==> src/rtl/pio_pkg.sv <==
// constants and state type for the programmable i/o port bank
package pio_pkg;
  localparam int NPORT       = 11;
  localparam int PW          = 8;
  localparam int NPIN        = 88;
  localparam int NGRP        = 22;
  localparam int GRP_SH      = 2;
  localparam int PIN_IN_ONLY = 69;
  localparam int PIN_OD_A    = 57;
  localparam int PIN_OD_B    = 73;
  localparam int RB_PORT     = 1;
  localparam int AW          = 8;
  localparam int IW          = 6;

  localparam logic [IW-1:0] IDX_DIR0 = 6'h00;
  localparam logic [IW-1:0] IDX_DAT0 = 6'h10;
  localparam logic [IW-1:0] IDX_PU   = 6'h20;
  localparam logic [IW-1:0] IDX_PCTL = 6'h21;
  localparam logic [IW-1:0] IDX_MODE = 6'h22;

  localparam int MODE_W    = 4;
  localparam int MODE_BUS8 = 2;
  localparam int MODE_MUXF = 3;
  localparam logic [1:0] PM_MEMEXP = 2'h1;
  localparam logic [1:0] PM_MICRO  = 2'h2;

  localparam logic [NPIN-1:0] BUS_DIR_MASK = {40'h0, 48'hffffffffffff};
  localparam logic [NGRP-1:0] PU_BUS_MASK  = 22'h000dff;
  localparam logic [NPIN-1:0] ONE_PIN      = 88'h1;
  localparam logic [NPIN-1:0] NORM_MASK    =
    ~((ONE_PIN << PIN_IN_ONLY) | (ONE_PIN << PIN_OD_A) | (ONE_PIN << PIN_OD_B));

  localparam logic [NPIN-1:0]   DIR_RST  = 88'h0;
  localparam logic [NPIN-1:0]   LAT_RST  = 88'h0;
  localparam logic [NGRP-1:0]   PU_RST   = 22'h0;
  localparam logic [MODE_W-1:0] MODE_RST = 4'h0;
  localparam logic [1:0] RESP_OKAY   = 2'h0;
  localparam logic [1:0] RESP_SLVERR = 2'h2;

  typedef struct packed {
    logic [NPIN-1:0]   dir;
    logic [NPIN-1:0]   lat;
    logic [NPIN-1:0]   s1;
    logic [NPIN-1:0]   s2;
    logic [NPIN-1:0]   po;
    logic [NPIN-1:0]   poe;
    logic [NPIN-1:0]   ppu;
    logic [NGRP-1:0]   pu;
    logic              pctl;
    logic [MODE_W-1:0] mode;
    logic              awv;
    logic [AW-1:0]     awa;
    logic              awr;
    logic              wv;
    logic [31:0]       wd;
    logic [3:0]        ws;
    logic              wr;
    logic              bv;
    logic [1:0]        br;
    logic              arr;
    logic              rv;
    logic [31:0]       rd;
    logic [1:0]        rr;
  } pio_st_t;
endpackage

==> src/rtl/pio_ports.sv <==
// programmable i/o port bank with axi4-lite register access
`timescale 1ns/1ps
`default_nettype none
module pio_ports
  import pio_pkg::*;
(
  input  wire logic            aclk,
  input  wire logic            aresetn,
  input  wire logic [AW-1:0]   awaddr,
  input  wire logic [2:0]      awprot,
  input  wire logic            awvalid,
  output logic                 awready,
  input  wire logic [31:0]     wdata,
  input  wire logic [3:0]      wstrb,
  input  wire logic            wvalid,
  output logic                 wready,
  output logic [1:0]           bresp,
  output logic                 bvalid,
  input  wire logic            bready,
  input  wire logic [AW-1:0]   araddr,
  input  wire logic [2:0]      arprot,
  input  wire logic            arvalid,
  output logic                 arready,
  output logic [31:0]          rdata,
  output logic [1:0]           rresp,
  output logic                 rvalid,
  input  wire logic            rready,
  input  wire logic [NPIN-1:0] pin_in,
  output logic [NPIN-1:0]      pin_out,
  output logic [NPIN-1:0]      pin_oe,
  output logic [NPIN-1:0]      pin_pu,
  input  wire logic [NPIN-1:0] periph_oe,
  input  wire logic [NPIN-1:0] periph_out
);

  pio_st_t         st_ff;
  pio_st_t         nxt_st;
  logic            ext;
  logic            rb_live;
  logic            wr_go;
  logic [IW-1:0]   widx;
  logic [IW-1:0]   ridx;
  logic [NPIN-1:0] wr_port_mask;
  logic [NPIN-1:0] pu_exp;
  logic [NPIN-1:0] pu_bus_pins;
  logic            drv;
  logic            val;
  int              p;
  int              k;

  //////////////////////////////////////////////////////////////////////////////
  // next state

  always_comb begin
    nxt_st       = st_ff;
    wr_go        = 1'b0;
    wr_port_mask = '0;
    pu_exp       = '0;
    pu_bus_pins  = '0;
    drv          = 1'b0;
    val          = 1'b0;
    p            = 0;
    k            = 0;
    ext   = (st_ff.mode[1:0] == PM_MEMEXP) || (st_ff.mode[1:0] == PM_MICRO);
    rb_live = (ext && st_ff.mode[MODE_BUS8]) || st_ff.mode[MODE_MUXF];
    widx    = st_ff.awa[AW-1:2];
    ridx    = araddr[AW-1:2];
    nxt_st.s1 = pin_in;
    nxt_st.s2 = st_ff.s1;

    // write address and data are taken in either order
    if (awvalid && st_ff.awr) begin
      nxt_st.awv = 1'b1;
      nxt_st.awa = awaddr;
    end
    if (wvalid && st_ff.wr) begin
      nxt_st.wv = 1'b1;
      nxt_st.wd = wdata;
      nxt_st.ws = wstrb;
    end
    if (st_ff.bv && bready) begin
      nxt_st.bv = 1'b0;
    end
    if (st_ff.awv && st_ff.wv && !st_ff.bv) begin
      wr_go      = 1'b1;
      nxt_st.awv = 1'b0;
      nxt_st.wv  = 1'b0;
      nxt_st.bv  = 1'b1;
      nxt_st.br  = RESP_OKAY;
      if (widx >= IDX_DIR0 && widx < IDX_DIR0 + IW'(NPORT)) begin
        p = int'(widx - IDX_DIR0);
        wr_port_mask = {{(NPIN-PW){1'b0}}, {PW{1'b1}}} << (p * PW);
        for (int j = 0; j < PW; j++) begin
          k = p * PW + j;
          // input-only pin has no direction bit
          if (st_ff.ws[0] && !(ext && BUS_DIR_MASK[k]) && k != PIN_IN_ONLY) begin
            nxt_st.dir[k] = st_ff.wd[j];
          end
        end
      end else if (widx >= IDX_DAT0 && widx < IDX_DAT0 + IW'(NPORT)) begin
        p = int'(widx - IDX_DAT0);
        if (st_ff.ws[0]) begin
          nxt_st.lat[p*PW +: PW] = st_ff.wd[PW-1:0];
        end
      end else if (widx == IDX_PU) begin
        for (int g = 0; g < NGRP; g++) begin
          if (st_ff.ws[g/8]) begin
            nxt_st.pu[g] = st_ff.wd[g];
          end
        end
      end else if (widx == IDX_PCTL) begin
        if (st_ff.ws[0]) begin
          nxt_st.pctl = st_ff.wd[0];
        end
      end else if (widx == IDX_MODE) begin
        if (st_ff.ws[0]) begin
          nxt_st.mode = st_ff.wd[MODE_W-1:0];
        end
      end else begin
        nxt_st.br = RESP_SLVERR;
      end
    end
    nxt_st.awr = !nxt_st.awv && !nxt_st.bv;
    nxt_st.wr  = !nxt_st.wv && !nxt_st.bv;

    // read channel
    if (st_ff.rv && rready) begin
      nxt_st.rv = 1'b0;
    end
    if (arvalid && st_ff.arr) begin
      nxt_st.rv = 1'b1;
      nxt_st.rd = 32'h0;
      nxt_st.rr = RESP_OKAY;
      if (ridx >= IDX_DIR0 && ridx < IDX_DIR0 + IW'(NPORT)) begin
        p = int'(ridx - IDX_DIR0);
        nxt_st.rd[PW-1:0] = st_ff.dir[p*PW +: PW];
      end else if (ridx >= IDX_DAT0 && ridx < IDX_DAT0 + IW'(NPORT)) begin
        p = int'(ridx - IDX_DAT0);
        for (int j = 0; j < PW; j++) begin
          k   = p * PW + j;
          drv = st_ff.dir[k] | periph_oe[k];
          if ((rb_live && st_ff.pctl && p == RB_PORT) || (drv && k != PIN_IN_ONLY)) begin
            nxt_st.rd[j] = st_ff.lat[k];
          end else begin
            nxt_st.rd[j] = st_ff.s2[k];
          end
        end
      end else if (ridx == IDX_PU) begin
        nxt_st.rd[NGRP-1:0] = st_ff.pu;
      end else if (ridx == IDX_PCTL) begin
        nxt_st.rd[0] = st_ff.pctl;
      end else if (ridx == IDX_MODE) begin
        nxt_st.rd[MODE_W-1:0] = st_ff.mode;
      end else begin
        nxt_st.rr = RESP_SLVERR;
      end
    end
    nxt_st.arr = !nxt_st.rv;

    // pin drivers follow the state being registered
    for (int i = 0; i < NPIN; i++) begin
      drv = nxt_st.dir[i] | periph_oe[i];
      val = periph_oe[i] ? periph_out[i] : nxt_st.lat[i];
      pu_exp[i]      = st_ff.pu[i >> GRP_SH];
      pu_bus_pins[i] = PU_BUS_MASK[i >> GRP_SH];
      if (i == PIN_IN_ONLY) begin
        nxt_st.po[i]  = 1'b0;
        nxt_st.poe[i] = 1'b0;
        nxt_st.ppu[i] = 1'b0;
      end else if (i == PIN_OD_A || i == PIN_OD_B) begin
        nxt_st.po[i]  = 1'b0;
        nxt_st.poe[i] = drv & ~val;
        nxt_st.ppu[i] = 1'b0;
      end else begin
        nxt_st.po[i]  = val;
        nxt_st.poe[i] = drv;
        nxt_st.ppu[i] = nxt_st.pu[i >> GRP_SH] & ~drv
                      & ~((nxt_st.mode[1:0] == PM_MEMEXP || nxt_st.mode[1:0] == PM_MICRO)
                          && PU_BUS_MASK[i >> GRP_SH]);
      end
    end
  end

  //////////////////////////////////////////////////////////////////////////////
  // state register

  always_ff @(posedge aclk) begin
    if (!aresetn) begin
      st_ff      <= '0;
      st_ff.dir  <= DIR_RST;
      st_ff.lat  <= LAT_RST;
      st_ff.pu   <= PU_RST;
      st_ff.mode <= MODE_RST;
      st_ff.awr  <= 1'b1;
      st_ff.wr   <= 1'b1;
      st_ff.arr  <= 1'b1;
    end else begin
      st_ff <= nxt_st;
    end
  end

  assign awready = st_ff.awr;
  assign wready  = st_ff.wr;
  assign bvalid  = st_ff.bv;
  assign bresp   = st_ff.br;
  assign arready = st_ff.arr;
  assign rvalid  = st_ff.rv;
  assign rdata   = st_ff.rd;
  assign rresp   = st_ff.rr;
  assign pin_out = st_ff.po;
  assign pin_oe  = st_ff.poe;
  assign pin_pu  = st_ff.ppu;

  //////////////////////////////////////////////////////////////////////////////
  // checks

  a_in_only_idle: assert property (@(posedge aclk) disable iff (!aresetn)
    !pin_oe[PIN_IN_ONLY] && !pin_pu[PIN_IN_ONLY] && !st_ff.dir[PIN_IN_ONLY])
    else $error("input-only pin driven or pulled");

  a_od_low_only: assert property (@(posedge aclk) disable iff (!aresetn)
    !pin_out[PIN_OD_A] && !pin_out[PIN_OD_B] && !pin_pu[PIN_OD_A] && !pin_pu[PIN_OD_B])
    else $error("open-drain pin driven high or pulled");

  a_pu_input_only: assert property (@(posedge aclk) disable iff (!aresetn)
    (pin_pu & (st_ff.dir | pin_oe)) == '0)
    else $error("pull-up on an output pin");

  a_pu_group_bit: assert property (@(posedge aclk) disable iff (!aresetn)
    $past(aresetn) |-> (pin_pu & ~pu_exp) == '0 && ((pu_exp & ~st_ff.dir & NORM_MASK
      & ~($past(periph_oe)) & ~(ext ? pu_bus_pins : '0)) & ~pin_pu) == '0)
    else $error("pull-up disagrees with its group bit");

  a_periph_drive: assert property (@(posedge aclk) disable iff (!aresetn)
    $past(aresetn) |-> ($past(periph_oe) & NORM_MASK & ~pin_oe) == '0)
    else $error("peripheral output pin not driven");

  a_reset_inputs: assert property (@(posedge aclk)
    !aresetn |=> pin_oe == '0 && pin_pu == '0 && st_ff.dir == '0)
    else $error("pins not idle after reset");

  a_dir_frozen: assert property (@(posedge aclk) disable iff (!aresetn)
    ext |=> ((st_ff.dir ^ $past(st_ff.dir)) & BUS_DIR_MASK) == '0)
    else $error("bus pin direction changed in external mode");

  a_dir_own_port: assert property (@(posedge aclk) disable iff (!aresetn)
    wr_go |=> ((st_ff.dir ^ $past(st_ff.dir)) & ~$past(wr_port_mask)) == '0)
    else $error("direction write touched another port");

  a_pu_bus_off: assert property (@(posedge aclk) disable iff (!aresetn)
    ext |-> (pin_pu & pu_bus_pins) == '0)
    else $error("bus-side pull-up applied in external mode");

  a_latch_drive: assert property (@(posedge aclk) disable iff (!aresetn)
    $past(aresetn) |-> ((pin_out ^ st_ff.lat) & st_ff.dir & ~$past(periph_oe)
      & NORM_MASK) == '0)
    else $error("output pin not showing its latch");

  a_rb_latch: assert property (@(posedge aclk) disable iff (!aresetn)
    arvalid && arready && rb_live && st_ff.pctl
      && araddr[AW-1:2] == IDX_DAT0 + IW'(RB_PORT)
    |=> rdata[PW-1:0] == $past(st_ff.lat[RB_PORT*PW +: PW]))
    else $error("port one select did not return latch");

  a_sync_depth: assert property (@(posedge aclk) disable iff (!aresetn)
    $past(aresetn) && $past(aresetn, 2) |-> st_ff.s2 == $past(pin_in, 2))
    else $error("pin sample not two stages deep");

endmodule
`default_nettype wire

==> config.mk <==
export PLATFORM = sky130hd
export DESIGN_NAME = pio_ports
export DESIGN_NICKNAME = d
export VERILOG_FILES = /design/src/rtl/pio_pkg.sv /design/src/rtl/pio_ports.sv
export SDC_FILE = /design/constraint.sdc
export NUM_CORES = 1
export LEC_CHECK = 0
export BUFFER_PORTS_ARGS = -buffer_cell sky130_fd_sc_hd__buf_2
export CAP_MARGIN = 10
export CORE_MARGIN = 2
export CORE_UTILIZATION = 49
export CTS_BUF_LIST = sky130_fd_sc_hd__clkbuf_16
export CTS_CLUSTER_SIZE = 12
export DETAILED_ROUTE_END_ITERATION = 10
export GPL_ROUTABILITY_DRIVEN = 0
export MAX_ROUTING_LAYER = met4
export PLACE_DENSITY = 0.76
export SYNTH_ARGS = -nofsm -noshare
export SYNTH_HDL_FRONTEND = slang
export SYNTH_SLANG_ARGS = --single-unit
==> constraint.sdc <==
create_clock -name aclk -period 4 [get_ports aclk]
set_input_delay 0.2 -clock aclk [delete_from_list [all_inputs] [get_ports aclk]]
set_output_delay 0.2 -clock aclk [all_outputs]
set_load 0.02 [all_outputs]
==> metrics.md <==
| Metric | Value |
|---|---|
| VDD IR max | 403 µV |
| Netlist cell types | 75 |
| Mux contribution to synthesized area | 13.6% |
| Initial Util | 49.6% |
| Layout cells sized above 1 | 26.0% |
| Hold Crit Endpoint | pin_out[12] |
| Post-synth top flop | dfxtp_1 |
| Status | finished clean |
| Setup crit start kind | flop |
| Fmax | 262 MHz |
| CP delay by family, top | simple AND/OR/NAND/NOR gates |
| Largest family of logic cells by synthesized area | simple AND/OR/NAND/NOR gates |
| Slew HR | 31.0% |
| R2R depth | 11 |
| ANT nets after route | 0 |
| Synthesized instance count | 2874 |
| Synthesized-area fraction occupied by adder cells | 0.726% |
| Crit end category | flop |
| # setup viols final | 0 |
| Residual DRC | 0 |
| Minimum clock period | 3.82 ns |
| # IOs | 634 |
| Synth Area in Simple Gates | 15.2% |
| Die area | 0.0603 mm² |
| Global-route wire length before repair | 148 mm |
| TritonCTS Sinks | 699 |
| Die W | 246 µm |
| Initial DRT Pass Iterations | 7 |
| Gr ovfl total | 0 |
| Post-synthesis compound-gate area fraction | 9.63% |
| Via density per instance | 5.48 |
| Worst-skew pair later-pin latency | 0.61 ns |
| Die span in y | 246 µm |
| Rows | 88 |
| Gr usage total | 34.5% |
| CORE AREA | 0.0577 mm² |
| Total wire length | 105 mm |
| Routed via count | 23500 |
| Worst path required time | 4.48 ns |
| Detailed-placement wirelength estimate | 73.9 mm |
| CP cell instances | nor4_4 -> nand2_1 -> fa_1 -> buf_4 -> nand2b_1 -> nor4_1 -> mux2i_4 -> buf_4 -> or4_1 -> mux2i_1 -> a21oi_1 |
| Worst reg2reg startpoint | st_ff[80] |
| Final Cycle Share | 95.5% |
| CTS tree | done |
| WP data arrival | 4.30 ns |
| CTS max path bufs | 3 |
| Seq/Total Area, Yosys | 48.9% |
| Crit Path Max Fanout | 10 |
| RSZ-0062 raised after global routing | false |
| Finished Core Util | 61.6% |
| Ys async rst share | 0% |
| DR iter-0 viols | 2171 |
| Cell repeated most along the worst path | buf_4 |
| R2r setup slk | 0.18 ns |
| Nets@finish | 3811 |
| PortBufs | 592 |
| Synth Area per Inst | 9.95 µm² |
| Max-Cap Viols | 0 |
| HP Class | in2reg |
| Leakage | 16.0 nW |
| Power density over the cells | 435 mW/mm² |
| Setup CP Type | reg2reg |
| Fin. max-slew vios | 0 |
| Num CTS Buffers | 74 |
| Number of global-route vias before repair | 23200 |
| Clk root buf | clkbuf_16 |
| Post-synthesis xor/xnor area fraction | 0.214% |
| Layout Skew | 0.0206 ns |
| WHS Path Cells | 3 |
| Area growth syn-to-layout | 24.3% |
| Slew @ Worst Pin | 1.03 ns |
| Synth warn | 0 |
| Hold Crit Start | periph_out[12] |
| Setup TNS | 0 ns |
| Total power | 15.5 mW |
| Final instance area | 0.0356 mm² |
| Syn Std Cell Area | 0.0286 mm² |
| Final Hold Vio Count | 0 |
| EDFF count, synth | 0 |
| Htree depth | 3 |
| Crit path largest cell delay | 0.85 ns |
| Initial antenna violation count | 11 |
| Largest net degree at the start of global routing | 162 |
| Placed inst area | 0.0303 mm² |
| Drt wl/cell | 24.5 µm |
| Slowest CP cell | or4_1 |
| Worst r2r dst | pin_out[70] |
| Buffer and inverter count on the worst path | 2 |
| Clk slew on worst S/H paths | 0.06 ns |
| FF+latch count, synth | 699 |
-- flip-flops by register name, summed over array words and instances, names as in the netlist, named ones only --
name,cells
st_ff,300
nxt_st,88
pin_oe,87
pin_out,85
pin_pu,85
pu_exp,22
rdata,22
arready,1
awready,1
bresp,1
bvalid,1
rresp,1
rvalid,1
wready,1
-- through the flow --
| stage | instances | hold slack (ns) | setup slack [ns] |
|---|---|---|---|
| finish | 4279 | 0.0332 | 0.178 |
| global route | 4279 | 0.0325 | 0.0603 |
| CTS | 4265 | 0.0138 | 0.0215 |
| detailed placement | 3856 | 0.395 | 0.138 |
| global placement | 3856 | 0.394 | 0.204 |
| floorplan | 2892 | 0.276 | 0.0250 |
-- cell families (layout without fill, tap and decap cells) --
logic type,count (synthesis),count (layout)
fa+ha+maj,16,16
simple gates,810,810
mux,309,309
compound gates,451,451
buf+inv,581,1195
xor+xnor,7,7
flops,699,699
other cells,1,27
-- cell usage in the layout (no fill, tap or decap), types with 105 or more instances in the layout --
cell type,n
dfxtp_1,699
buf_2,589
dlygate4sd3_1,293
and2_1,224
a21oi_1,209
mux2i_1,207
nor2_1,205
nand2_1,186
inv_1,133
o21ai_0,105
-- timing repair --
item,4_1_cts,5_1_grt
endpoints found under the setup margin,0,70
hold endpoints to repair,378,0
gates resized for setup,0,7
buffers inserted,0,6
hold buffers,293,0
-- cells in the mapped netlist, types with 5 or more instances --
library cell | n | share of area (%)
dfxtp_1 | 699 | 49
buf_4 | 302 | 7.9
and2_1 | 224 | 4.9
a21oi_1 | 210 | 3.7
mux2i_1 | 209 | 7.3
nor2_1 | 205 | 2.7
nand2_1 | 186 | 2.4
clkbuf_1 | 126 | 1.7
inv_1 | 121 | 1.6
o21ai_0 | 105 | 1.8
nor3b_1 | 77 | 2.0
mux4_2 | 60 | 4.7
mux2_2 | 35 | 1.4
o21ba_2 | 29 | 1.0
nand3_1 | 25 | 0.44
o22ai_1 | 24 | 0.52
buf_2 | 20 | 0.35
nand2b_1 | 18 | 0.39
ha_1 | 15 | 0.66
a31oi_1 | 11 | 0.24
buf_1 | 9 | 0.12
nor3_1 | 9 | 0.16
o221ai_1 | 9 | 0.28
a2bb2oi_1 | 8 | 0.24
nand3b_1 | 7 | 0.18
nor2b_1 | 7 | 0.15
nor4_4 | 7 | 0.52
a221o_1 | 6 | 0.21
a22oi_1 | 6 | 0.16
or4_1 | 6 | 0.16
a211oi_1 | 5 | 0.13
and3_1 | 5 | 0.11
nand4_1 | 5 | 0.11
o32ai_1 | 5 | 0.15
-- layer usage --
| metal | wire length [µm] | vias up | track usage, % |
|---|---|---|---|
| li1 | - | 10600 | - |
| met1 | 40900 | 11300 | 40.9 |
| met2 | 48900 | 1286 | 54.8 |
| met3 | 8680 | 322 | 6.90 |
| met4 | 6330 | 0 | 19.6 |
| met5 | 0 | - | - |
-- worst register-to-register path, stage by stage (launching register included) --
cell and delay [ns]:
dfxtp_1 0.39, nor4_4 0.31, nand2_1 0.10, fa_1 0.51, buf_4 0.18, nand2b_1 0.07
nor4_1 0.36, mux2i_4 0.20, buf_4 0.22, or4_1 0.85, mux2i_1 0.38, a21oi_1 0.12
-- cell type report --
class	count	area, µm²
fill	4500	22100
timing repair buffer	957	6530
clock inverter	40	310
multi-input combinational	1612	11400
antenna	8	20.0
inverter	122	465
sequential	699	14000
tap	765	957
clock buffer	76	1900
-- report_power, final --
part | total, mW | leakage [nW] | switching [mW] | internal, mW
Combinational | 1.70 | 9.19 | 0.994 | 0.708
Clock | 6.49 | 1.14 | 2.76 | 3.73
Sequential | 7.28 | 5.72 | 0.106 | 7.17
Total | 15.5 | 16.0 | 3.86 | 11.6
-- worst max path at each step --
stage	startpoint	end	slack (ns)	depth (start not counted)
2_1_floorplan	st_ff[84]	pin_out[12]	0.02	15
3_3_place_gp	st_ff[80]	pin_out[21]	0.20	12
3_5_place_dp	st_ff[80]	pin_out[21]	0.14	12
4_1_cts	st_ff[80]	pin_out[77]	0.02	14
5_1_grt	st_ff[80]	pin_out[77]	0.06	14
6_report	st_ff[80]	pin_out[70]	0.18	11
Power figures use the tool's default switching activity.
